--- config.mk ---
export PLATFORM = sky130hd
export DESIGN_NAME = smc_top
export DESIGN_NICKNAME = d
export VERILOG_FILES = /design/src/hdl/smc_pkg.sv /design/src/hdl/smc_sync.sv /design/src/hdl/smc_top.sv
export SDC_FILE = /design/constraint.sdc
export NUM_CORES = 1
export LEC_CHECK = 0
export ABC_AREA = 0
export BUFFER_PORTS_ARGS = -buffer_cell sky130_fd_sc_hd__buf_2
export CAP_MARGIN = 20
export CELL_PAD_IN_SITES_DETAIL_PLACEMENT = 1
export CELL_PAD_IN_SITES_GLOBAL_PLACEMENT = 1
export CORE_MARGIN = 10
export CORE_UTILIZATION = 40
export CTS_BUF_LIST = sky130_fd_sc_hd__clkbuf_4
export CTS_CLUSTER_SIZE = 8
export DETAILED_ROUTE_END_ITERATION = 16
export PLACE_DENSITY_LB_ADDON = 0.3
export REMOVE_ABC_BUFFERS = 1
export SLEW_MARGIN = 20
export SYNTH_ARGS = -nofsm -noshare
export SYNTH_HDL_FRONTEND = slang
export SYNTH_SLANG_ARGS = --single-unit
--- constraint.sdc ---
create_clock -name ref_clk -period 2.55 [get_ports ref_clk]
set_input_delay 0.255 -clock ref_clk [delete_from_list [all_inputs] [get_ports ref_clk]]
set_output_delay 0.255 -clock ref_clk [all_outputs]
set_load 0.05 [all_outputs]
--- src/hdl/smc_pkg.sv ---
// Constants, modes and timing for the standby mode controller.
// Assumes a single 50 MHz system clock and an active-low asynchronous reset.
// Contract
// - Pause state stops instruction execution; peripherals keep running.
// - Pause state stops parts of the serial transfer logic.
// - Entering pause state leaves every oscillator as it was.
// - Pause state ends on system reset or any interrupt.
// - Deep-stop suspends instruction execution and every peripheral.
// - Deep-stop halts ceramic, internal RC, crystal and multi-frequency RC oscillators.
// - Deep-stop exits only on reset pin low, ext irq a/b/c level, port 0.
// - Crystal-keeping stop runs only base timer and remote receiver.
// - Crystal-keeping stop halts ceramic, internal RC, multi-frequency RC oscillators.
// - Crystal-keeping stop keeps crystal oscillator state from entry.
// - Crystal-keeping stop exits on reset, ext irq, port 0, base timer, remote.
// - Crystal clock used as system clock may be multiplied by two or three.
// - Every port 0 pin wakes deep-stop and raises port 0 interrupt; the controller does this only for pins set in port0_irq_en.
// - First external interrupt input is carried on port 7 bit 0.
package smc_pkg;

  typedef enum logic [2:0] {
    SMC_RUN,
    SMC_PAUSE,
    SMC_DEEP_STOP,
    SMC_XTAL_STOP,
    SMC_WARMUP
  } smc_state_type;

  // Standby request codes from the CPU core
  localparam logic [1:0] SMC_REQ_NONE  = 2'h0;
  localparam logic [1:0] SMC_REQ_PAUSE = 2'h1;
  localparam logic [1:0] SMC_REQ_DEEP  = 2'h2;
  localparam logic [1:0] SMC_REQ_XTAL  = 2'h3;

  // Multiplier codes
  localparam logic [1:0] SMC_MULT_X1 = 2'h1;
  localparam logic [1:0] SMC_MULT_X2 = 2'h2;
  localparam logic [1:0] SMC_MULT_X3 = 2'h3;

  localparam int SMC_CLK_HZ        = 50_000_000;
  localparam int SMC_WARMUP_US     = 100;
  localparam int SMC_WARMUP_CYCLES = (SMC_WARMUP_US * (SMC_CLK_HZ / 1_000_000));

  localparam int SMC_P0_WIDTH   = 8;
  localparam int SMC_P7_WIDTH   = 4;
  localparam int SMC_EXT_IRQ_A_BIT = 0;
  localparam int SMC_EXT_IRQ_B_BIT = 1;
  localparam int SMC_EXT_IRQ_C_BIT = 2;

  localparam logic [3:0] SMC_OSC_RESET = 4'hf;
  localparam logic       SMC_RESET_ZERO = 1'b0;

endpackage

--- src/hdl/smc_sync.sv ---
// Two-flop synchroniser bank for asynchronous wake inputs.
// Assumes inputs come from pins outside the system clock domain.
`timescale 1ns/1ps
module smc_sync import smc_pkg::*; #(
  parameter int WIDTH = 8
) (
  input  wire logic             ref_clk,
  input  wire logic             arst_n,
  input  wire logic [WIDTH-1:0] async_in,
  output logic      [WIDTH-1:0] sync_out
);

  logic [WIDTH-1:0] meta_reg;
  logic [WIDTH-1:0] sync_reg;

  genvar i;
  generate
    for (i = 0; i < WIDTH; i++) begin : g_bit
      always_ff @(posedge ref_clk or negedge arst_n) begin
        if (!arst_n) begin
          meta_reg[i] <= SMC_RESET_ZERO;
          sync_reg[i] <= SMC_RESET_ZERO;
        end else begin
          meta_reg[i] <= async_in[i];
          sync_reg[i] <= meta_reg[i];
        end
      end
    end
  endgenerate

  assign sync_out = sync_reg;

endmodule

--- src/hdl/smc_top.sv ---
// Standby mode controller: pause, deep-stop and crystal-keeping stop.
// Assumes CPU requests are on ref_clk; pins and reset pin are asynchronous.
`timescale 1ns/1ps
module smc_top import smc_pkg::*; #(
  parameter int P0_WIDTH      = SMC_P0_WIDTH,
  parameter int P7_WIDTH      = SMC_P7_WIDTH,
  parameter int WARMUP_CYCLES = SMC_WARMUP_CYCLES
) (
  input  wire logic                ref_clk,
  input  wire logic                arst_n,
  input  wire logic                reset_pin_n,
  input  wire logic [1:0]          standby_req,
  input  wire logic                standby_req_valid,
  input  wire logic                cpu_irq,
  input  wire logic [P7_WIDTH-1:0] port7_in,
  input  wire logic [2:0]          ext_irq_level,
  input  wire logic [2:0]          ext_irq_en,
  input  wire logic [P0_WIDTH-1:0] port0_in,
  input  wire logic [P0_WIDTH-1:0] port0_irq_en,
  input  wire logic                base_timer_irq,
  input  wire logic                remote_rx_irq,
  input  wire logic                xtal_sysclk_sel,
  input  wire logic [1:0]          mult_sel,
  input  wire logic [3:0]          osc_run_req,
  output logic                     cpu_run,
  output logic                     periph_run,
  output logic                     serial_run,
  output logic                     base_timer_run,
  output logic                     remote_rx_run,
  output logic                     ceramic_osc_en,
  output logic                     internal_rc_osc_en,
  output logic                     xtal_osc_en,
  output logic                     mfrc_osc_en,
  output logic [1:0]               clk_mult,
  output logic                     port0_irq,
  output logic                     wake_event,
  output logic [2:0]               standby_state
);

  localparam int CW = $clog2(WARMUP_CYCLES + 1);

  logic [P7_WIDTH-1:0] p7_s;
  logic [P0_WIDTH-1:0] p0_s;
  logic [2:0]          misc_s;
  logic                rst_pin_s;
  logic [2:0]          ext_hit;
  logic                p0_hit;
  logic                pause_wake;
  logic                deep_wake;
  logic                xtal_wake;

  smc_sync #(.WIDTH(P7_WIDTH)) u_sync_p7 (
    .ref_clk  (ref_clk),
    .arst_n   (arst_n),
    .async_in (port7_in),
    .sync_out (p7_s)
  );

  // Fed inverted: reset reads as pins idle high, no false wake after reset
  smc_sync #(.WIDTH(P0_WIDTH)) u_sync_p0 (
    .ref_clk  (ref_clk),
    .arst_n   (arst_n),
    .async_in (~port0_in),
    .sync_out (p0_s)
  );

  smc_sync #(.WIDTH(3)) u_sync_misc (
    .ref_clk  (ref_clk),
    .arst_n   (arst_n),
    .async_in ({~reset_pin_n, base_timer_irq, remote_rx_irq}),
    .sync_out (misc_s)
  );

  // Reset pin synced inverted so flop reset does not read as pin low
  assign rst_pin_s = ~misc_s[2];

  // ext irq a on port 7 bit 0
  assign ext_hit[0] = ext_irq_en[0] & (p7_s[SMC_EXT_IRQ_A_BIT] == ext_irq_level[0]);
  assign ext_hit[1] = ext_irq_en[1] & (p7_s[SMC_EXT_IRQ_B_BIT] == ext_irq_level[1]);
  assign ext_hit[2] = ext_irq_en[2] & (p7_s[SMC_EXT_IRQ_C_BIT] == ext_irq_level[2]);

  // any enabled port 0 pin low
  assign p0_hit = |(p0_s & port0_irq_en);

  // pause exits on reset or interrupt
  assign pause_wake = ~rst_pin_s | cpu_irq | (|ext_hit) | p0_hit | misc_s[1] | misc_s[0];
  assign deep_wake  = ~rst_pin_s | (|ext_hit) | p0_hit;
  assign xtal_wake  = deep_wake | misc_s[1] | misc_s[0];

  smc_state_type   state_reg;
  smc_state_type   state_next;
  logic [CW-1:0]   cnt_reg;
  logic [CW-1:0]   cnt_next;
  logic [3:0]      osc_reg;
  logic [3:0]      osc_next;
  logic            xtal_keep_reg;
  logic            xtal_keep_next;
  logic            cpu_run_reg;
  logic            cpu_run_next;
  logic            periph_reg;
  logic            periph_next;
  logic            serial_reg;
  logic            serial_next;
  logic            bt_reg;
  logic            bt_next;
  logic [1:0]      mult_reg;
  logic [1:0]      mult_next;
  logic            p0irq_reg;
  logic            p0irq_next;
  logic            wake_reg;
  logic            wake_next;

  always_comb begin
    state_next     = state_reg;
    cnt_next       = cnt_reg;
    osc_next       = osc_reg;
    xtal_keep_next = xtal_keep_reg;
    wake_next      = 1'b0;
    p0irq_next     = p0_hit;
    mult_next      = SMC_MULT_X1;
    // two or three times on crystal
    if (xtal_sysclk_sel && (mult_sel == SMC_MULT_X2 || mult_sel == SMC_MULT_X3)) begin
      mult_next = mult_sel;
    end
    unique case (state_reg)
      SMC_RUN: begin
        osc_next = osc_run_req;
        if (standby_req_valid) begin
          unique case (standby_req)
            SMC_REQ_NONE: begin
            end
            SMC_REQ_PAUSE: begin
              state_next = SMC_PAUSE;
              osc_next   = osc_reg;
            end
            SMC_REQ_DEEP: begin
              state_next = SMC_DEEP_STOP;
              osc_next   = 4'h0;
            end
            SMC_REQ_XTAL: begin
              state_next     = SMC_XTAL_STOP;
              xtal_keep_next = osc_reg[2];
              osc_next       = {1'b0, osc_reg[2], 2'b00};
            end
          endcase
        end
      end
      SMC_PAUSE: begin
        if (pause_wake) begin
          state_next = SMC_RUN;
          wake_next  = 1'b1;
        end
      end
      SMC_DEEP_STOP: begin
        if (deep_wake) begin
          state_next = SMC_WARMUP;
          osc_next   = osc_run_req;
          cnt_next   = CW'(WARMUP_CYCLES);
        end
      end
      SMC_XTAL_STOP: begin
        osc_next = {1'b0, xtal_keep_reg, 2'b00};
        if (xtal_wake) begin
          state_next = SMC_WARMUP;
          osc_next   = osc_run_req;
          cnt_next   = CW'(WARMUP_CYCLES);
        end
      end
      SMC_WARMUP: begin
        if (cnt_reg == '0) begin
          state_next = SMC_RUN;
          wake_next  = 1'b1;
        end else begin
          cnt_next = cnt_reg - CW'(1);
        end
      end
    endcase
    // Reset pin forces run; oscillators restart without warm-up wait
    if (!rst_pin_s) begin
      state_next = SMC_RUN;
      osc_next   = SMC_OSC_RESET;
      cnt_next   = '0;
    end
    // CPU runs only in run state
    cpu_run_next = (state_next == SMC_RUN);
    periph_next  = (state_next == SMC_RUN) || (state_next == SMC_PAUSE);
    serial_next  = (state_next == SMC_RUN);
    // base timer and remote also keep running in crystal-keeping stop
    bt_next      = periph_next || (state_next == SMC_XTAL_STOP);
  end

  always_ff @(posedge ref_clk or negedge arst_n) begin
    if (!arst_n) begin
      state_reg     <= SMC_RUN;
      cnt_reg       <= '0;
      osc_reg       <= SMC_OSC_RESET;
      xtal_keep_reg <= 1'b0;
      cpu_run_reg   <= 1'b1;
      periph_reg    <= 1'b1;
      serial_reg    <= 1'b1;
      bt_reg        <= 1'b1;
      mult_reg      <= SMC_MULT_X1;
      p0irq_reg     <= 1'b0;
      wake_reg      <= 1'b0;
    end else begin
      state_reg     <= state_next;
      cnt_reg       <= cnt_next;
      osc_reg       <= osc_next;
      xtal_keep_reg <= xtal_keep_next;
      cpu_run_reg   <= cpu_run_next;
      periph_reg    <= periph_next;
      serial_reg    <= serial_next;
      bt_reg        <= bt_next;
      mult_reg      <= mult_next;
      p0irq_reg     <= p0irq_next;
      wake_reg      <= wake_next;
    end
  end

  assign cpu_run            = cpu_run_reg;
  assign periph_run         = periph_reg;
  assign serial_run         = serial_reg;
  assign base_timer_run     = bt_reg;
  assign remote_rx_run      = bt_reg;
  assign ceramic_osc_en     = osc_reg[0];
  assign internal_rc_osc_en = osc_reg[1];
  assign xtal_osc_en        = osc_reg[2];
  assign mfrc_osc_en        = osc_reg[3];
  assign clk_mult           = mult_reg;
  assign port0_irq          = p0irq_reg;
  assign wake_event         = wake_reg;
  assign standby_state      = state_reg;

endmodule

==> flow_metrics.py <==
metrics = {
    "yosys": {
        "synthesis.area_sq_um": 2470,
        "postSynthAreaPerCell_sq_um": 11.3,
        "synth_cells": 218,
        "synth_edf_count": 0,
        "yosysTopAreaCell": "dfrtp_1",
        "synth_seq_cells": 56,
        "yosysMostFrequentCell": "dfrtp_1",
        "yosysWarnings": 0,
        "synth_common_cells": "48 x dfrtp_1, 19 x inv_1, 14 x nor2_1, 10 x nand2_1, 10 x nand3_1",
        "ys_seq_area_share_pct": 57.2,
        "synth_top_area_share_pct": 48.7,
        "async_reset_ff_share_pct": 100,
        "synth.distinct_cells": 60,
        "synth_top_flop_cell": "dfrtp_1",
        "ys_top_cells_by_area": "dfrtp_1 49%, dfstp_2 8.5%, inv_1 2.9%",
    },
    "timing": {
        "slew_headroom_pct": 54.2,
        "fin_crit_sh_pct": 84.4,
        "setup_ws_ns": 0.397,
        "hold_violations": 0,
        "tns_ns": 0,
        "fin_crit_ns": 2.15,
        "setup_viol": 0,
        "skew_ns": 0.0111,
        "max_freq_mhz": 465,
        "worst_pin_slew_ns": 0.687,
        "whs_ns": 0.0613,
        "slew_violations": 0,
        "rsz0062_at_grt": "no",
    },
    "drt": {
        "wl_um": 6350,
        "vias_per_cell": 5.42,
        "route.detailed.drc": 0,
        "drt_iter0_markers": 66,
        "ant_nets": 0,
        "wl_per_cell_um": 17.1,
        "vias": 2009,
        "first_pass_iters": 4,
    },
    "clock_tree": {
        "ctsHtreeMaxLevel": 2,
        "clock-root-buffer": "clkbuf_4",
        "path_clk_slew_ns": 0.17,
        "cts_num_sinks": 56,
        "cts_resized": 0,
        "clock_latency_ns": 0.39,
        "cts_hold_buf": 15,
        "post_cts_buffers": 0,
        "tritoncts": "done",
        "cts_buffers": 5,
        "cts_buffer_depth": 2,
    },
    "setup_path": {
        "cp_max_fo": 14,
        "endpoint_kind": "flop",
        "crit_required_ns": 2.88,
        "cp.arrival_ns": 2.48,
        "critPathKind": "reg2reg",
        "crit_path_start_kind": "flop",
    },
    "place": {
        "dp_hpwl_um": 4640,
        "port_buffers": 56,
        "place.gp.congestion": 0.787,
        "dpl-instance-area_sq_um": 2850,
        "place_ws_ns": 0.422,
    },
    "pwr": {
        "power_density_nw_per_um2": 650,
        "total_power_w": 0.00199,
        "ir_drop_v": 0.000381,
        "leakagePower_nw": 1.42,
    },
    "run_status": {
        "outcome": "finished clean",
    },
    "cells_and_area": {
        "largest_register_ff_count": 13,
        "stdcell_area_sq_um": 3060,
        "drive_gt1_share_pct": 32.2,
        "multi_input_area_sq_um": 928,
        "final_nets": 337,
        "area_growth_pct": 24.1,
        "nFillCells": 692,
        "regArea_sq_um": 1410,
    },
    "die": {
        "row_count": 28,
        "core_sq_um": 5960,
        "dieArea_sq_um": 9710,
        "die_w_um": 98.6,
        "chipHeight_um": 98.6,
        "start_util_pct": 41.4,
        "ios": 58,
    },
    "global_route": {
        "grt_pass1_vias": 2176,
        "grt-ovfl-total": 0,
        "grtUsageMet2_pct": 24.1,
        "use_met3_pct": 3.63,
        "grt_first_pass_wirelength_um": 10700,
        "antenna_found_initial": 1,
        "met1_usage_pct": 14.3,
        "top_usage_layer": "met2",
        "grt_start_max_net_pins": 57,
        "grt_util_all_layers_pct": 13.4,
    },
    "job": {
        "cap_violations": 0,
    },
    "worst_hold_path": {
        "hp-class": "in2reg",
    },
}
[power breakdown]
group          leakage (nW)  internal [W]  switching (W)
Combinational         0.706      0.000194       0.000353
Sequential            0.671      0.000974      0.0000451
Clock                0.0381      0.000122       0.000303
[layout by cell type (no fill, tap or decap), types with 2 or more instances in the layout]
cell,n
buf_2,56
dfrtp_1,48
inv_1,19
dlygate4sd3_1,15
nor2_1,14
nand3_1,10
nand2_1,10
nor3_1,9
dfstp_2,8
buf_4,8
a31oi_1,6
nand2b_1,6
a21oi_1,5
o21ai_0,5
clkbuf_4,5
a22oi_1,4
xnor2_1,4
o2bb2ai_1,4
nand4_1,3
o211ai_1,3
a311oi_1,3
a221o_1,3
and4_1,2
nor3b_2,2
a21o_1,2
a32oi_1,2
a211oi_1,2
mux2i_1,2
inv_6,2
[final cells by class]
class,count,area share (%)
flip-flops and latches,56,46.1
multi-input cells,133,30.3
repair buffers,79,16.0
well taps,75,3.06
inverters,19,2.33
clock buffers,5,1.22
clock inverters,3,0.939
diodes,1,0.0817
[worst max-delay path, stage by stage, from the launching register on]
cell and delay (ns):
dfrtp_1 0.43, inv_1 0.09, ha_1 0.23, nor3b_2 0.17, and4_4 0.16, o21ai_2 0.52, nand3_2 0.27, mux2i_1 0.21
[final timing paths]
path                                  startpoint                    end  slack (ns)  cells after the start
min in group asynchronous                 arst_n       standby_state[1]        0.50                      3
max reg2reg                           cnt_reg[0]             cnt_reg[0]        0.40                      7
max in group asynchronous                 arst_n          xtal_keep_reg        1.60                      3
min reg2reg                u_sync_p7.meta_reg[2]  u_sync_p7.sync_out[2]        0.37                      0
min                                  mult_sel[0]            clk_mult[0]        0.06                      2
max                                   cnt_reg[0]             cnt_reg[0]        0.40                      7
[kinds of logic (layout without fill, tap and decap cells)]
family	count (synthesis)	count (layout)	synth area share, %
AOI/OAI and AO/OA	55	55	17.3
adders and majority gates	1	1	0.507
DFF	56	56	57.2
xor gates and xnor gates	4	4	1.42
and+or+nand+nor	70	70	17.1
muxes	3	3	1.27
other	0	1	0
buffers and inverters	29	106	5.22
[stage by stage]
step | util, % | instances
floorplan | - | 208
global placement | 47.8 | 347
detailed placement | 47.8 | 347
CTS | 51.4 | 370
global route | 51.4 | 371
finish | 51.4 | 371
[layer usage]
| layer | vias to the layer above | part of all wire, % |
|---|---|---|
| met5 | - | 0 |
| met4 | 0 | 1.7 |
| met3 | 9 | 5.9 |
| met2 | 48 | 53 |
| met1 | 1010 | 40 |
| li1 | 942 | - |
Note: power is estimated with default switching activity, not from simulation.
